--- src/inc/wpf_params.svh ---
// constants of the ppdu framer: register map, fields, codes, tables
// assumes: included by bare name from the package and the framer and preamble rtl files
`ifndef WPF_PARAMS_SVH
`define WPF_PARAMS_SVH

// ****************************************************************
// register map (byte addresses)
// ****************************************************************
`define WPF_OFS_CTRL 8'h00
`define WPF_OFS_LEN 8'h04
`define WPF_OFS_STAT 8'h08
`define WPF_OFS_DATA 8'h0C

// ****************************************************************
// control field positions
// ****************************************************************
`define WPF_CTRL_START 0
`define WPF_CTRL_BAND_LO 1
`define WPF_CTRL_BAND_HI 3
`define WPF_CTRL_RATE_LO 4
`define WPF_CTRL_RATE_HI 5
`define WPF_CTRL_BCH 6
`define WPF_CTRL_BURST 7
`define WPF_CTRL_CHAN_LO 8
`define WPF_CTRL_CHAN_HI 15
`define WPF_CTRL_RESET 15'h0000

// ****************************************************************
// band codes and header symbol rates (ksps x 100)
// ****************************************************************
`define WPF_BAND_2G4 3'h0
`define WPF_BAND_402 3'h1
`define WPF_BAND_902 3'h2
`define WPF_BAND_950 3'h3
`define WPF_BAND_863 3'h4
`define WPF_SR_2G4 17'h0F6B6
`define WPF_SR_402 17'h044ED
`define WPF_SR_902 17'h07B5B
`define WPF_SR_950 17'h061A8
`define WPF_SR_863 17'h030D4

// ****************************************************************
// constellations, spreading factors
// ****************************************************************
`define WPF_MOD_DBPSK 2'h0
`define WPF_MOD_DQPSK 2'h1
`define WPF_MOD_D8PSK 2'h2
`define WPF_SF1 3'h1
`define WPF_SF2 3'h2
`define WPF_SF4 3'h4

// ****************************************************************
// coding: bch(31,16) generator low bits, hcs crc8, scrambler
// ****************************************************************
`define WPF_BCH_K 16
`define WPF_BCH_N 31
`define WPF_BCH_G 15'h0FAF
`define WPF_HCS_POLY 8'h07
`define WPF_SCR_SEED 7'h7F
`define WPF_HDR_BITS 7'h3E
`define WPF_PRE_MSEQ 7'h3F
`define WPF_PRE_LAST 7'h47
`define WPF_PRE_SEED_A 6'h3F
`define WPF_PRE_SEED_B 6'h15

`endif

--- src/inc/wpf_pkg.sv ---
// types of the ppdu framer
// assumes: wpf_params.svh on the include path
`include "wpf_params.svh"
package wpf_pkg;

	typedef enum logic [1:0] {
		ST_IDLE,
		ST_PRE,
		ST_HDR,
		ST_PSDU
	} wpf_state_t;

	typedef struct packed {
		logic [7:0] chan;
		logic burst;
		logic bch;
		logic [1:0] rate;
		logic [2:0] band;
	} wpf_cfg_t;

	typedef struct packed {
		logic [1:0] cnst;
		logic [2:0] sf;
	} wpf_mod_t;

endpackage: wpf_pkg

--- src/rtl/wpf_framer.sv ---
// ppdu framer: apb registers, payload fifo, serial bit stream out
// assumes: downstream modulator on pclk paces bits with mod_ready
//
// Added by the designer: the register addresses and register access over APB.
`timescale 1ns/100ps
`include "wpf_params.svh"

module wpf_framer
	import wpf_pkg::*;
#(
	parameter int FIFO_DEPTH = 32,
	parameter int FIFO_AW = $clog2(FIFO_DEPTH)
) (
	input wire logic pclk,
	input wire logic presetn,
	input wire logic pce,
	input wire logic psel,
	input wire logic penable,
	input wire logic pwrite,
	input wire logic [7:0] paddr,
	input wire logic [31:0] pwdata,
	output logic [31:0] prdata,
	output logic pready,
	output logic pslverr,
	input wire logic mod_ready,
	output logic tx_bit,
	output logic tx_valid,
	output logic hdr_start,
	output logic psdu_start,
	output logic [1:0] tx_cnst,
	output logic [2:0] tx_sf,
	output logic [16:0] sym_rate,
	output logic busy
);
	// ****************************************************************
	// functions
	// ****************************************************************
	function automatic logic [14:0] bch_par(input logic [15:0] d);
		logic [14:0] r;
		logic fb;
		r = '0;
		for (int i = `WPF_BCH_K - 1; i >= 0; i--) begin
			fb = d[i] ^ r[14];
			r = {r[13:0], 1'b0} ^ (fb ? `WPF_BCH_G : 15'h0000);
		end
		return r;
	endfunction: bch_par

	function automatic logic [7:0] hcs8(input logic [15:0] d);
		logic [7:0] c;
		c = '0;
		for (int i = 0; i < `WPF_BCH_K; i++) begin
			c = {c[6:0], 1'b0} ^ ((c[7] ^ d[i]) ? `WPF_HCS_POLY : 8'h00);
		end
		return c;
	endfunction: hcs8

	// returns {new state, scrambled data}; x^7 + x^4 + 1
	function automatic logic [22:0] scr16(input logic [6:0] s,
			input logic [15:0] d);
		logic [15:0] o;
		logic fb;
		o = '0;
		for (int i = 0; i < `WPF_BCH_K; i++) begin
			fb = s[6] ^ s[3];
			o[i] = d[i] ^ fb;
			s = {s[5:0], fb};
		end
		return {s, o};
	endfunction: scr16

	function automatic wpf_mod_t pay_mod(input logic [2:0] band,
			input logic [1:0] rate);
		wpf_mod_t m;
		m.sf = `WPF_SF1;
		m.cnst = (rate == 2'h0) ? `WPF_MOD_DBPSK :
			(rate == 2'h3) ? `WPF_MOD_D8PSK : `WPF_MOD_DQPSK;
		unique case (band)
			`WPF_BAND_402, `WPF_BAND_863: begin
			end
			`WPF_BAND_902: begin
				m.cnst = (rate[1] == 1'b0) ? `WPF_MOD_DBPSK : m.cnst;
				m.sf = (rate == 2'h0) ? `WPF_SF2 : `WPF_SF1;
			end
			`WPF_BAND_950: begin
				m.cnst = (rate[1] == 1'b0) ? `WPF_MOD_DBPSK : m.cnst;
			end
			// unknown band codes fall back to the 2.4 GHz table
			default: begin
				m.cnst = (rate == 2'h3) ? `WPF_MOD_DQPSK : `WPF_MOD_DBPSK;
				m.sf = (rate == 2'h0) ? `WPF_SF4 :
					(rate == 2'h1) ? `WPF_SF2 : `WPF_SF1;
			end
		endcase
		return m;
	endfunction: pay_mod

	function automatic logic [2:0] hdr_sf(input logic [2:0] band);
		return (band == `WPF_BAND_902) ? `WPF_SF2 :
			(band inside {`WPF_BAND_402, `WPF_BAND_950, `WPF_BAND_863}) ?
			`WPF_SF1 : `WPF_SF4;
	endfunction: hdr_sf

	function automatic logic [16:0] band_sr(input logic [2:0] band);
		logic [16:0] r;
		unique case (band)
			`WPF_BAND_402: r = `WPF_SR_402;
			`WPF_BAND_902: r = `WPF_SR_902;
			`WPF_BAND_950: r = `WPF_SR_950;
			`WPF_BAND_863: r = `WPF_SR_863;
			default: r = `WPF_SR_2G4;
		endcase
		return r;
	endfunction: band_sr

	// ****************************************************************
	// apb slave
	// ****************************************************************
	wpf_state_t state_ff;
	wpf_cfg_t cfg_ff;
	logic [7:0] len_ff;
	logic start_ff;
	logic pready_ff;
	logic pslverr_ff;
	logic [31:0] prdata_ff;
	logic fifo_in_ready;
	logic fifo_out_valid;
	logic fifo_pop;
	logic [15:0] fifo_data;
	logic [FIFO_AW:0] fifo_count;
	logic acc;
	logic wr_done;
	logic data_hit;
	logic mapped;

	assign acc = psel && penable;
	assign wr_done = acc && pready_ff && pwrite;
	assign data_hit = paddr == `WPF_OFS_DATA;
	assign mapped = paddr == `WPF_OFS_CTRL || paddr == `WPF_OFS_LEN ||
		paddr == `WPF_OFS_STAT || data_hit;

	// a full fifo holds the data write in wait states
	always_ff @(posedge pclk or negedge presetn) begin
		if (!presetn) begin
			pready_ff <= 1'b0;
			pslverr_ff <= 1'b0;
			prdata_ff <= '0;
		end else if (pce) begin
			pready_ff <= acc && !pready_ff &&
				!(pwrite && data_hit && !fifo_in_ready);
			pslverr_ff <= acc && !pready_ff && !mapped;
			prdata_ff <= '0;
			if (acc && !pready_ff && !pwrite) begin
				unique case (paddr)
					`WPF_OFS_CTRL: prdata_ff <= {16'h0000, cfg_ff, 1'b0};
					`WPF_OFS_LEN: prdata_ff <= {24'h000000, len_ff};
					`WPF_OFS_STAT: prdata_ff <= {16'h0000,
						8'(fifo_count), 3'h0, state_ff, !fifo_in_ready,
						!fifo_out_valid, busy};
					default: prdata_ff <= '0;
				endcase
			end
		end
	end

	// start is kept until the idle sequencer takes it
	always_ff @(posedge pclk or negedge presetn) begin
		if (!presetn) begin
			cfg_ff <= `WPF_CTRL_RESET;
			len_ff <= '0;
			start_ff <= 1'b0;
		end else if (pce) begin
			if (state_ff == ST_IDLE) begin
				start_ff <= 1'b0;
			end
			if (wr_done && paddr == `WPF_OFS_CTRL && !busy) begin
				cfg_ff <= pwdata[`WPF_CTRL_CHAN_HI:`WPF_CTRL_BAND_LO];
				start_ff <= pwdata[`WPF_CTRL_START];
			end
			if (wr_done && paddr == `WPF_OFS_LEN && !busy) begin
				len_ff <= pwdata[7:0];
			end
		end
	end

	// two payload bytes per word, low byte sent first
	wpf_fifo #(
		.WIDTH(16),
		.DEPTH(FIFO_DEPTH)
	) u_fifo (
		.pclk(pclk),
		.presetn(presetn),
		.ce(pce),
		.in_valid(wr_done && data_hit),
		.in_ready(fifo_in_ready),
		.in_data(pwdata[15:0]),
		.out_valid(fifo_out_valid),
		.out_ready(fifo_pop),
		.out_data(fifo_data),
		.count(fifo_count)
	);

	// ****************************************************************
	// sequencer
	// ****************************************************************
	logic ld;
	logic pre_bit;
	logic pre_last;
	logic [61:0] hdr_sr_ff;
	logic [5:0] hdr_cnt_ff;
	logic [30:0] blk_sr_ff;
	logic [4:0] blk_left_ff;
	logic [7:0] bytes_left_ff;
	logic [6:0] scr_ff;
	logic [15:0] hinfo;
	logic [22:0] scr_res;
	logic [15:0] pay_word;
	logic [30:0] blk_new;
	logic [4:0] blk_len;
	logic odd_last;
	wpf_mod_t pmod;

	assign ld = !tx_valid || mod_ready;
	assign hinfo = {4'h0, cfg_ff.burst, len_ff, 1'b0, cfg_ff.rate};
	assign odd_last = bytes_left_ff == 8'h01;
	// the odd last byte is padded with zeros before scrambling
	assign pay_word = odd_last ? {8'h00, fifo_data[7:0]} : fifo_data;
	assign scr_res = scr16(scr_ff, pay_word);
	assign blk_new = {bch_par(scr_res[15:0]), scr_res[15:0]};
	assign blk_len = cfg_ff.bch ? 5'(`WPF_BCH_N) :
		(odd_last ? 5'h08 : 5'(`WPF_BCH_K));
	assign fifo_pop = pce && ld && state_ff == ST_PSDU && fifo_out_valid &&
		blk_left_ff == '0 && bytes_left_ff != '0;
	assign pmod = pay_mod(cfg_ff.band, cfg_ff.rate);

	wpf_preamble u_pre (
		.pclk(pclk),
		.presetn(presetn),
		.ce(pce),
		.start(state_ff == ST_IDLE),
		.sel(cfg_ff.chan[0]),
		.adv(ld && state_ff == ST_PRE),
		.bit_o(pre_bit),
		.last_o(pre_last)
	);

	always_ff @(posedge pclk or negedge presetn) begin
		if (!presetn) begin
			state_ff <= ST_IDLE;
		end else if (pce && ld) begin
			unique case (state_ff)
				ST_IDLE: if (start_ff) state_ff <= ST_PRE;
				ST_PRE: if (pre_last) state_ff <= ST_HDR;
				ST_HDR: if (hdr_cnt_ff == 6'(`WPF_HDR_BITS - 1)) begin
					state_ff <= (len_ff == '0) ? ST_IDLE : ST_PSDU;
				end
				ST_PSDU: if (blk_left_ff <= 5'h01 && bytes_left_ff == '0 &&
						!(blk_left_ff == '0 && fifo_pop)) begin
					state_ff <= ST_IDLE;
				end
			endcase
		end
	end

	// header: two bch(31,16) words, fields then check sequence
	always_ff @(posedge pclk or negedge presetn) begin
		if (!presetn) begin
			hdr_sr_ff <= '0;
			hdr_cnt_ff <= '0;
		end else if (pce && ld) begin
			if (state_ff == ST_IDLE) begin
				hdr_sr_ff <= {bch_par({8'h00, hcs8(hinfo)}), 8'h00,
					hcs8(hinfo), bch_par(hinfo), hinfo};
				hdr_cnt_ff <= '0;
			end else if (state_ff == ST_HDR) begin
				hdr_sr_ff <= hdr_sr_ff >> 1;
				hdr_cnt_ff <= hdr_cnt_ff + 1'b1;
			end
		end
	end

	always_ff @(posedge pclk or negedge presetn) begin
		if (!presetn) begin
			blk_sr_ff <= '0;
			blk_left_ff <= '0;
			bytes_left_ff <= '0;
			scr_ff <= `WPF_SCR_SEED;
		end else if (pce && ld) begin
			if (state_ff == ST_IDLE) begin
				bytes_left_ff <= len_ff;
				blk_left_ff <= '0;
				scr_ff <= `WPF_SCR_SEED;
			end else if (fifo_pop) begin
				blk_sr_ff <= blk_new >> 1;
				blk_left_ff <= blk_len - 1'b1;
				bytes_left_ff <= odd_last ? 8'h00 : bytes_left_ff - 8'h02;
				scr_ff <= scr_res[22:16];
			end else if (state_ff == ST_PSDU && blk_left_ff != '0) begin
				blk_sr_ff <= blk_sr_ff >> 1;
				blk_left_ff <= blk_left_ff - 1'b1;
			end
		end
	end

	// ****************************************************************
	// output stage
	// ****************************************************************
	always_ff @(posedge pclk or negedge presetn) begin
		if (!presetn) begin
			tx_bit <= 1'b0;
			tx_valid <= 1'b0;
			hdr_start <= 1'b0;
			psdu_start <= 1'b0;
		end else if (pce) begin
			if (mod_ready) begin
				hdr_start <= 1'b0;
				psdu_start <= 1'b0;
			end
			if (ld) begin
				tx_valid <= 1'b0;
				unique case (state_ff)
					ST_IDLE: tx_bit <= 1'b0;
					ST_PRE: begin
						tx_bit <= pre_bit;
						tx_valid <= 1'b1;
					end
					ST_HDR: begin
						tx_bit <= hdr_sr_ff[0];
						tx_valid <= 1'b1;
						hdr_start <= hdr_cnt_ff == '0;
					end
					ST_PSDU: begin
						if (blk_left_ff != '0) begin
							tx_bit <= blk_sr_ff[0];
							tx_valid <= 1'b1;
						end else if (fifo_pop) begin
							tx_bit <= blk_new[0];
							tx_valid <= 1'b1;
							psdu_start <= bytes_left_ff == len_ff;
						end
					end
				endcase
			end
		end
	end

	// modulation follows the bit that is presented
	always_ff @(posedge pclk or negedge presetn) begin
		if (!presetn) begin
			tx_cnst <= `WPF_MOD_DBPSK;
			tx_sf <= `WPF_SF1;
			sym_rate <= `WPF_SR_2G4;
			busy <= 1'b0;
		end else if (pce && ld) begin
			busy <= state_ff != ST_IDLE || start_ff;
			unique case (state_ff)
				ST_IDLE: begin
					sym_rate <= band_sr(cfg_ff.band);
					tx_cnst <= `WPF_MOD_DBPSK;
					tx_sf <= `WPF_SF1;
				end
				ST_PRE: begin
				end
				ST_HDR: begin
					tx_cnst <= `WPF_MOD_DBPSK;
					tx_sf <= hdr_sf(cfg_ff.band);
				end
				ST_PSDU: if (fifo_pop && bytes_left_ff == len_ff) begin
					tx_cnst <= pmod.cnst;
					tx_sf <= pmod.sf;
				end
			endcase
		end
	end

	assign prdata = prdata_ff;
	assign pready = pready_ff;
	assign pslverr = pslverr_ff;

endmodule: wpf_framer

--- src/rtl/wpf_fifo.sv ---
// synchronous fifo for payload words
// assumes: single clock, both sides on that clock
`timescale 1ns/100ps
module wpf_fifo #(
	parameter int WIDTH = 16,
	parameter int DEPTH = 32,
	parameter int AW = $clog2(DEPTH)
) (
	input wire logic pclk,
	input wire logic presetn,
	input wire logic ce,
	input wire logic in_valid,
	output logic in_ready,
	input wire logic [WIDTH-1:0] in_data,
	output logic out_valid,
	input wire logic out_ready,
	output logic [WIDTH-1:0] out_data,
	output logic [AW:0] count
);
	logic [WIDTH-1:0] mem [DEPTH];
	logic [AW:0] wr_ff;
	logic [AW:0] rd_ff;
	logic push;
	logic pop;

	assign count = wr_ff - rd_ff;
	assign in_ready = count != (AW+1)'(DEPTH);
	assign out_valid = wr_ff != rd_ff;
	assign out_data = mem[rd_ff[AW-1:0]];
	assign push = in_valid && in_ready;
	assign pop = out_valid && out_ready;

	always_ff @(posedge pclk or negedge presetn) begin
		if (!presetn) begin
			wr_ff <= '0;
		end else if (ce && push) begin
			wr_ff <= wr_ff + 1'b1;
		end
	end

	always_ff @(posedge pclk) begin
		if (ce && push) begin
			mem[wr_ff[AW-1:0]] <= in_data;
		end
	end

	always_ff @(posedge pclk or negedge presetn) begin
		if (!presetn) begin
			rd_ff <= '0;
		end else if (ce && pop) begin
			rd_ff <= rd_ff + 1'b1;
		end
	end

endmodule: wpf_fifo

--- src/rtl/wpf_preamble.sv ---
// preamble source: m-sequence of 63 chips then 010101010
// assumes: adv only while running; sel fixed during a preamble
`timescale 1ns/100ps
`include "wpf_params.svh"
module wpf_preamble #(
	parameter logic [5:0] SEED_A = `WPF_PRE_SEED_A,
	parameter logic [5:0] SEED_B = `WPF_PRE_SEED_B
) (
	input wire logic pclk,
	input wire logic presetn,
	input wire logic ce,
	input wire logic start,
	input wire logic sel,
	input wire logic adv,
	output logic bit_o,
	output logic last_o
);
	logic [5:0] lfsr_ff;
	logic [6:0] cnt_ff;

	// x^6 + x + 1, maximal length 63; two seeds give two sequences
	assign bit_o = (cnt_ff < `WPF_PRE_MSEQ) ? lfsr_ff[0] : ~cnt_ff[0];
	assign last_o = cnt_ff == `WPF_PRE_LAST;

	always_ff @(posedge pclk or negedge presetn) begin
		if (!presetn) begin
			lfsr_ff <= `WPF_PRE_SEED_A;
			cnt_ff <= '0;
		end else if (ce) begin
			if (start) begin
				lfsr_ff <= sel ? SEED_B : SEED_A;
				cnt_ff <= '0;
			end else if (adv) begin
				lfsr_ff <= {lfsr_ff[0] ^ lfsr_ff[1], lfsr_ff[5:1]};
				cnt_ff <= cnt_ff + 1'b1;
			end
		end
	end

endmodule: wpf_preamble

--- config.mk ---
export PLATFORM = sky130hd
export DESIGN_NAME = wpf_framer
export DESIGN_NICKNAME = d
export VERILOG_FILES = /design/src/inc/wpf_pkg.sv /design/src/rtl/wpf_framer.sv /design/src/rtl/wpf_fifo.sv /design/src/rtl/wpf_preamble.sv
export VERILOG_INCLUDE_DIRS = /design/src /design/src/inc
export SDC_FILE = /design/constraint.sdc
export NUM_CORES = 1
export LEC_CHECK = 0
export BUFFER_PORTS_ARGS = -buffer_cell sky130_fd_sc_hd__buf_2
export CORE_UTILIZATION = 62
export DETAILED_ROUTE_END_ITERATION = 8
export PLACE_DENSITY = 0.84
export REMOVE_ABC_BUFFERS = 1
export SYNTH_ARGS = -nofsm -noshare
export SYNTH_HDL_FRONTEND = slang
export SYNTH_SLANG_ARGS = --single-unit
--- constraint.sdc ---
create_clock -name pclk -period 5.4 [get_ports pclk]
set_input_delay 0.54 -clock pclk [delete_from_list [all_inputs] [get_ports pclk]]
set_output_delay 0.54 -clock pclk [all_outputs]
set_load 0.005 [all_outputs]
==> impl_metrics.env <==
export IMPL_drc=0
export IMPL_wl_per_cell_microns=25.08
export IMPL_ant_nets=0
export IMPL_n_antenna_cell=0
export IMPL_cp_arrival_ns=5.40
export IMPL_cts_sinks=723
export IMPL_synth_most_common_cell="edfxtp_1"
export IMPL_p_total_mw=28.51
export IMPL_die_width_microns=230.6
export IMPL_fp_dieH_microns=230.6
export IMPL_drv_slew=0
export IMPL_grt_pass1_wl_microns=118900
export IMPL_synthTopCellsByArea="edfxtp_1 (47%), dfrtp_1 (15%), mux4_2 (5.8%), mux2i_1 (4.1%), xnor2_1 (3.2%)"
export IMPL_yosys_warnings=0
export IMPL_pwr_density_cell_mw_per_mm2=790.1
export IMPL_dpl_hpwl_microns=47890
export IMPL_placed_cells=2973
export IMPL_critPathMaxStageDelay_ns=0.96
export IMPL_critical_path_class="register to register"
export IMPL_vias_per_cell=6.481
export IMPL_status="completed"
export IMPL_cts_made_buffers=73
export IMPL_area_growth_pct=11.41
export IMPL_r2r_slack_ns=0.52
export IMPL_fp_dieArea_sq_mm=0.05316
export IMPL_totalWireLength_microns=77860
export IMPL_synthArstFlopShare_pct=29.18
export IMPL_finalClockSkew_ns=0.03699
export IMPL_finalHoldViolCount=0
export IMPL_clock_latency_ns=0.64
export IMPL_cts_root_buf="clkbuf_16"
export IMPL_htreeDepth=3
export IMPL_gp_congestion=0.8949
export IMPL_place_port_buffers=74
export IMPL_leakage_nw=13.52
export IMPL_drt_iter0_drc=2355
export IMPL_synth_top_area_share_pct=47.47
export IMPL_vias=20120
export IMPL_cts_tree="built"
export IMPL_post_cts_resized=0
export IMPL_postLayoutCoreUtil_pct=70.05
export IMPL_endpoint_kind="register"
export IMPL_overflow=0
export IMPL_track_usage_pct=29.92
export IMPL_crit_slowest_cell="dfrtp_4"
export IMPL_synth_top_flop_cell="edfxtp_1"
export IMPL_path_cells="buf_4 -> mux4_2 -> nand3_1 -> nand4_1 -> o211ai_2 -> xor2_2 -> xor2_2 -> xnor3_2 -> xnor2_4 -> xnor3_1 -> xnor2_1 -> a21oi_1"
export IMPL_fillers=3190
export IMPL_rsz0062_at_grt="no"
export IMPL_relSlewSlack_pct=19.26
export IMPL_layout_drive_gt1_share_pct=18.56
export IMPL_initial_core_util_pct=62.88
export IMPL_setup_tns_final_ns=0
export IMPL_start_kind="register"
export IMPL_pin_count=108
export IMPL_hold_class="primary input to asynchronous set/reset pin"
export IMPL_grt_max_degree=136
export IMPL_grt_pass1_vias=20040
export IMPL_setup_slack_ns=0.5229
export IMPL_seq_area_frac_synth_pct=63.86
export IMPL_ctsHoldBuffers=0
export IMPL_core_sq_mm=0.05151
export IMPL_place_area_sq_mm=0.03364
export IMPL_cts_buffer_depth=3
export IMPL_peakVddDrop_v=0.002336
export IMPL_netlist_area_sq_mm=0.03239
export IMPL_antenna_found_initial=1
export IMPL_synth_edf_count=512
export IMPL_yosysTopAreaCell="edfxtp_1"
export IMPL_worstPathRequired_ns=5.93
export IMPL_firstDrtPassIters=6
export IMPL_worst_pin_slew_ns=1.205
export IMPL_pre_cts_ws_ns=0.5481
export IMPL_whs_ns=0.1027
export IMPL_synthTopCellsByCount="edfxtp_1 (512), dfrtp_1 (188), nor2_1 (160), nand2_1 (143), mux2i_1 (134)"
export IMPL_postSynthAreaPerCell_sq_um=14.33
export IMPL_fin_nets=2445
export IMPL_final_setup_viol_count=0
export IMPL_finish_instance_area_sq_mm=0.03608
export IMPL_clock_fmax_mhz=205.0
export IMPL_ys_ff_latch=723
export IMPL_cts_setup_buffers=0
export IMPL_layout_min_cycle_time_ns=4.877
export IMPL_synth_cell_types=86
export IMPL_worst_path_most_repeated_cell="xor2_2"
export IMPL_clkTransAtPathRegs_ns=0.06
export IMPL_fin_crit_sh_pct=90.32
export IMPL_stdcell_count=3105
export IMPL_rows=83
export IMPL_synthCells=2260
export IMPL_path_max_fanout=44
export IMPL_cap_violations=0
==> worst paths after layout <==
path,startpoint,end,cells past startpoint
worst max-delay path,u_fifo.rd_ff[0]$_DFFE_PN0P_,blk_sr_ff[18]$_DFFE_PN0P_,12
worst min-delay path,presetn,u_pre.cnt_ff[6]$_DFFE_PN0P_,1
worst max register to register,u_fifo.rd_ff[0]$_DFFE_PN0P_,blk_sr_ff[18]$_DFFE_PN0P_,12
worst min register to register,hdr_sr_ff[10]$_DFFE_PN0P_,hdr_sr_ff[10]$_DFFE_PN0P_,2
max in group asynchronous,presetn,u_fifo.rd_ff[0]$_DFFE_PN0P_,2
min in group pclk,mod_ready,psdu_start$_DFFE_PN0P_,4
==> registers in the layout, indices dropped and copies added (netlist names), 2 cells and up <==
register / cells
sym_rate: 14
tx_cnst: 2
u_fifo.mem: 512
state_ff: 2
bytes_left_ff: 8
hdr_cnt_ff: 6
u_pre.lfsr_ff: 6
u_fifo.wr_ff: 6
len_ff: 8
scr_ff: 7
u_pre.cnt_ff: 7
u_fifo.rd_ff: 6
hdr_sr_ff: 62
tx_sf: 3
blk_left_ff: 5
cfg_ff: 15
prdata: 16
blk_sr_ff: 30
==> critical path: cells and delay by family (launching register included) <==
family	cells	cell delay [ns]
xor+xnor	6	2.24
flops	1	0.96
mux	1	0.53
compound gates	2	0.36
buf+inv	1	0.34
simple gates	2	0.30
==> placed cells by master (no fill, tap or decap), drive strengths merged, types with 33 or more instances in the layout <==
cell	netlist	final
a21oi	121	121
buf	70	164
clkbuf	78	100
dfrtp	188	188
edfxtp	512	512
inv	52	53
mux2	33	33
mux2i	134	134
mux4	83	83
nand2	143	143
nand3	33	33
nor2	160	160
o21ai	107	107
o22ai	48	48
xnor2	127	127
xor2	72	72
==> layout make-up <==
cell class | instances | area, sq um | share of cell area, %
clock inverters | 33 | 367.9 | 1.019
clock buffers | 99 | 2079 | 5.763
repair buffers | 165 | 1112 | 3.083
flip-flops and latches | 723 | 20690 | 57.35
inverters | 53 | 198.9 | 0.5513
well taps | 680 | 850.8 | 2.358
multi-input cells | 1352 | 10780 | 29.88
==> kinds of logic (layout without fill, tap and decap cells) <==
group	Yosys count	after routing	synth area share, %
adder cells (fa/ha/maj)	30	30	1.182
AO/OA/AOI/OAI	408	408	7.827
other	1	17	0.01158
buffers and inverters	201	350	3.137
XOR/XNOR	218	218	7.046
flip-flops	723	723	63.86
AND/OR/NAND/NOR	429	429	5.876
multiplexers	250	250	11.06
==> metal layers <==
layer | wire (microns) | vias to the layer above | global-route usage (%)
met4 | 3655 | 2 | 14.13
met2 | 37520 | 1309 | 48.10
met5 | 13 | - | 0
met1 | 29280 | 9949 | 39.69
met3 | 7393 | 282 | 5.768
li1 | - | 8581 | -
==> power breakdown <==
group / switching, mW / internal (mW)
Sequential: 0.456 / 6.40
Combinational: 7.87 / 8.65
Clock: 2.12 / 3.00
(Power assumes the default switching activity.)
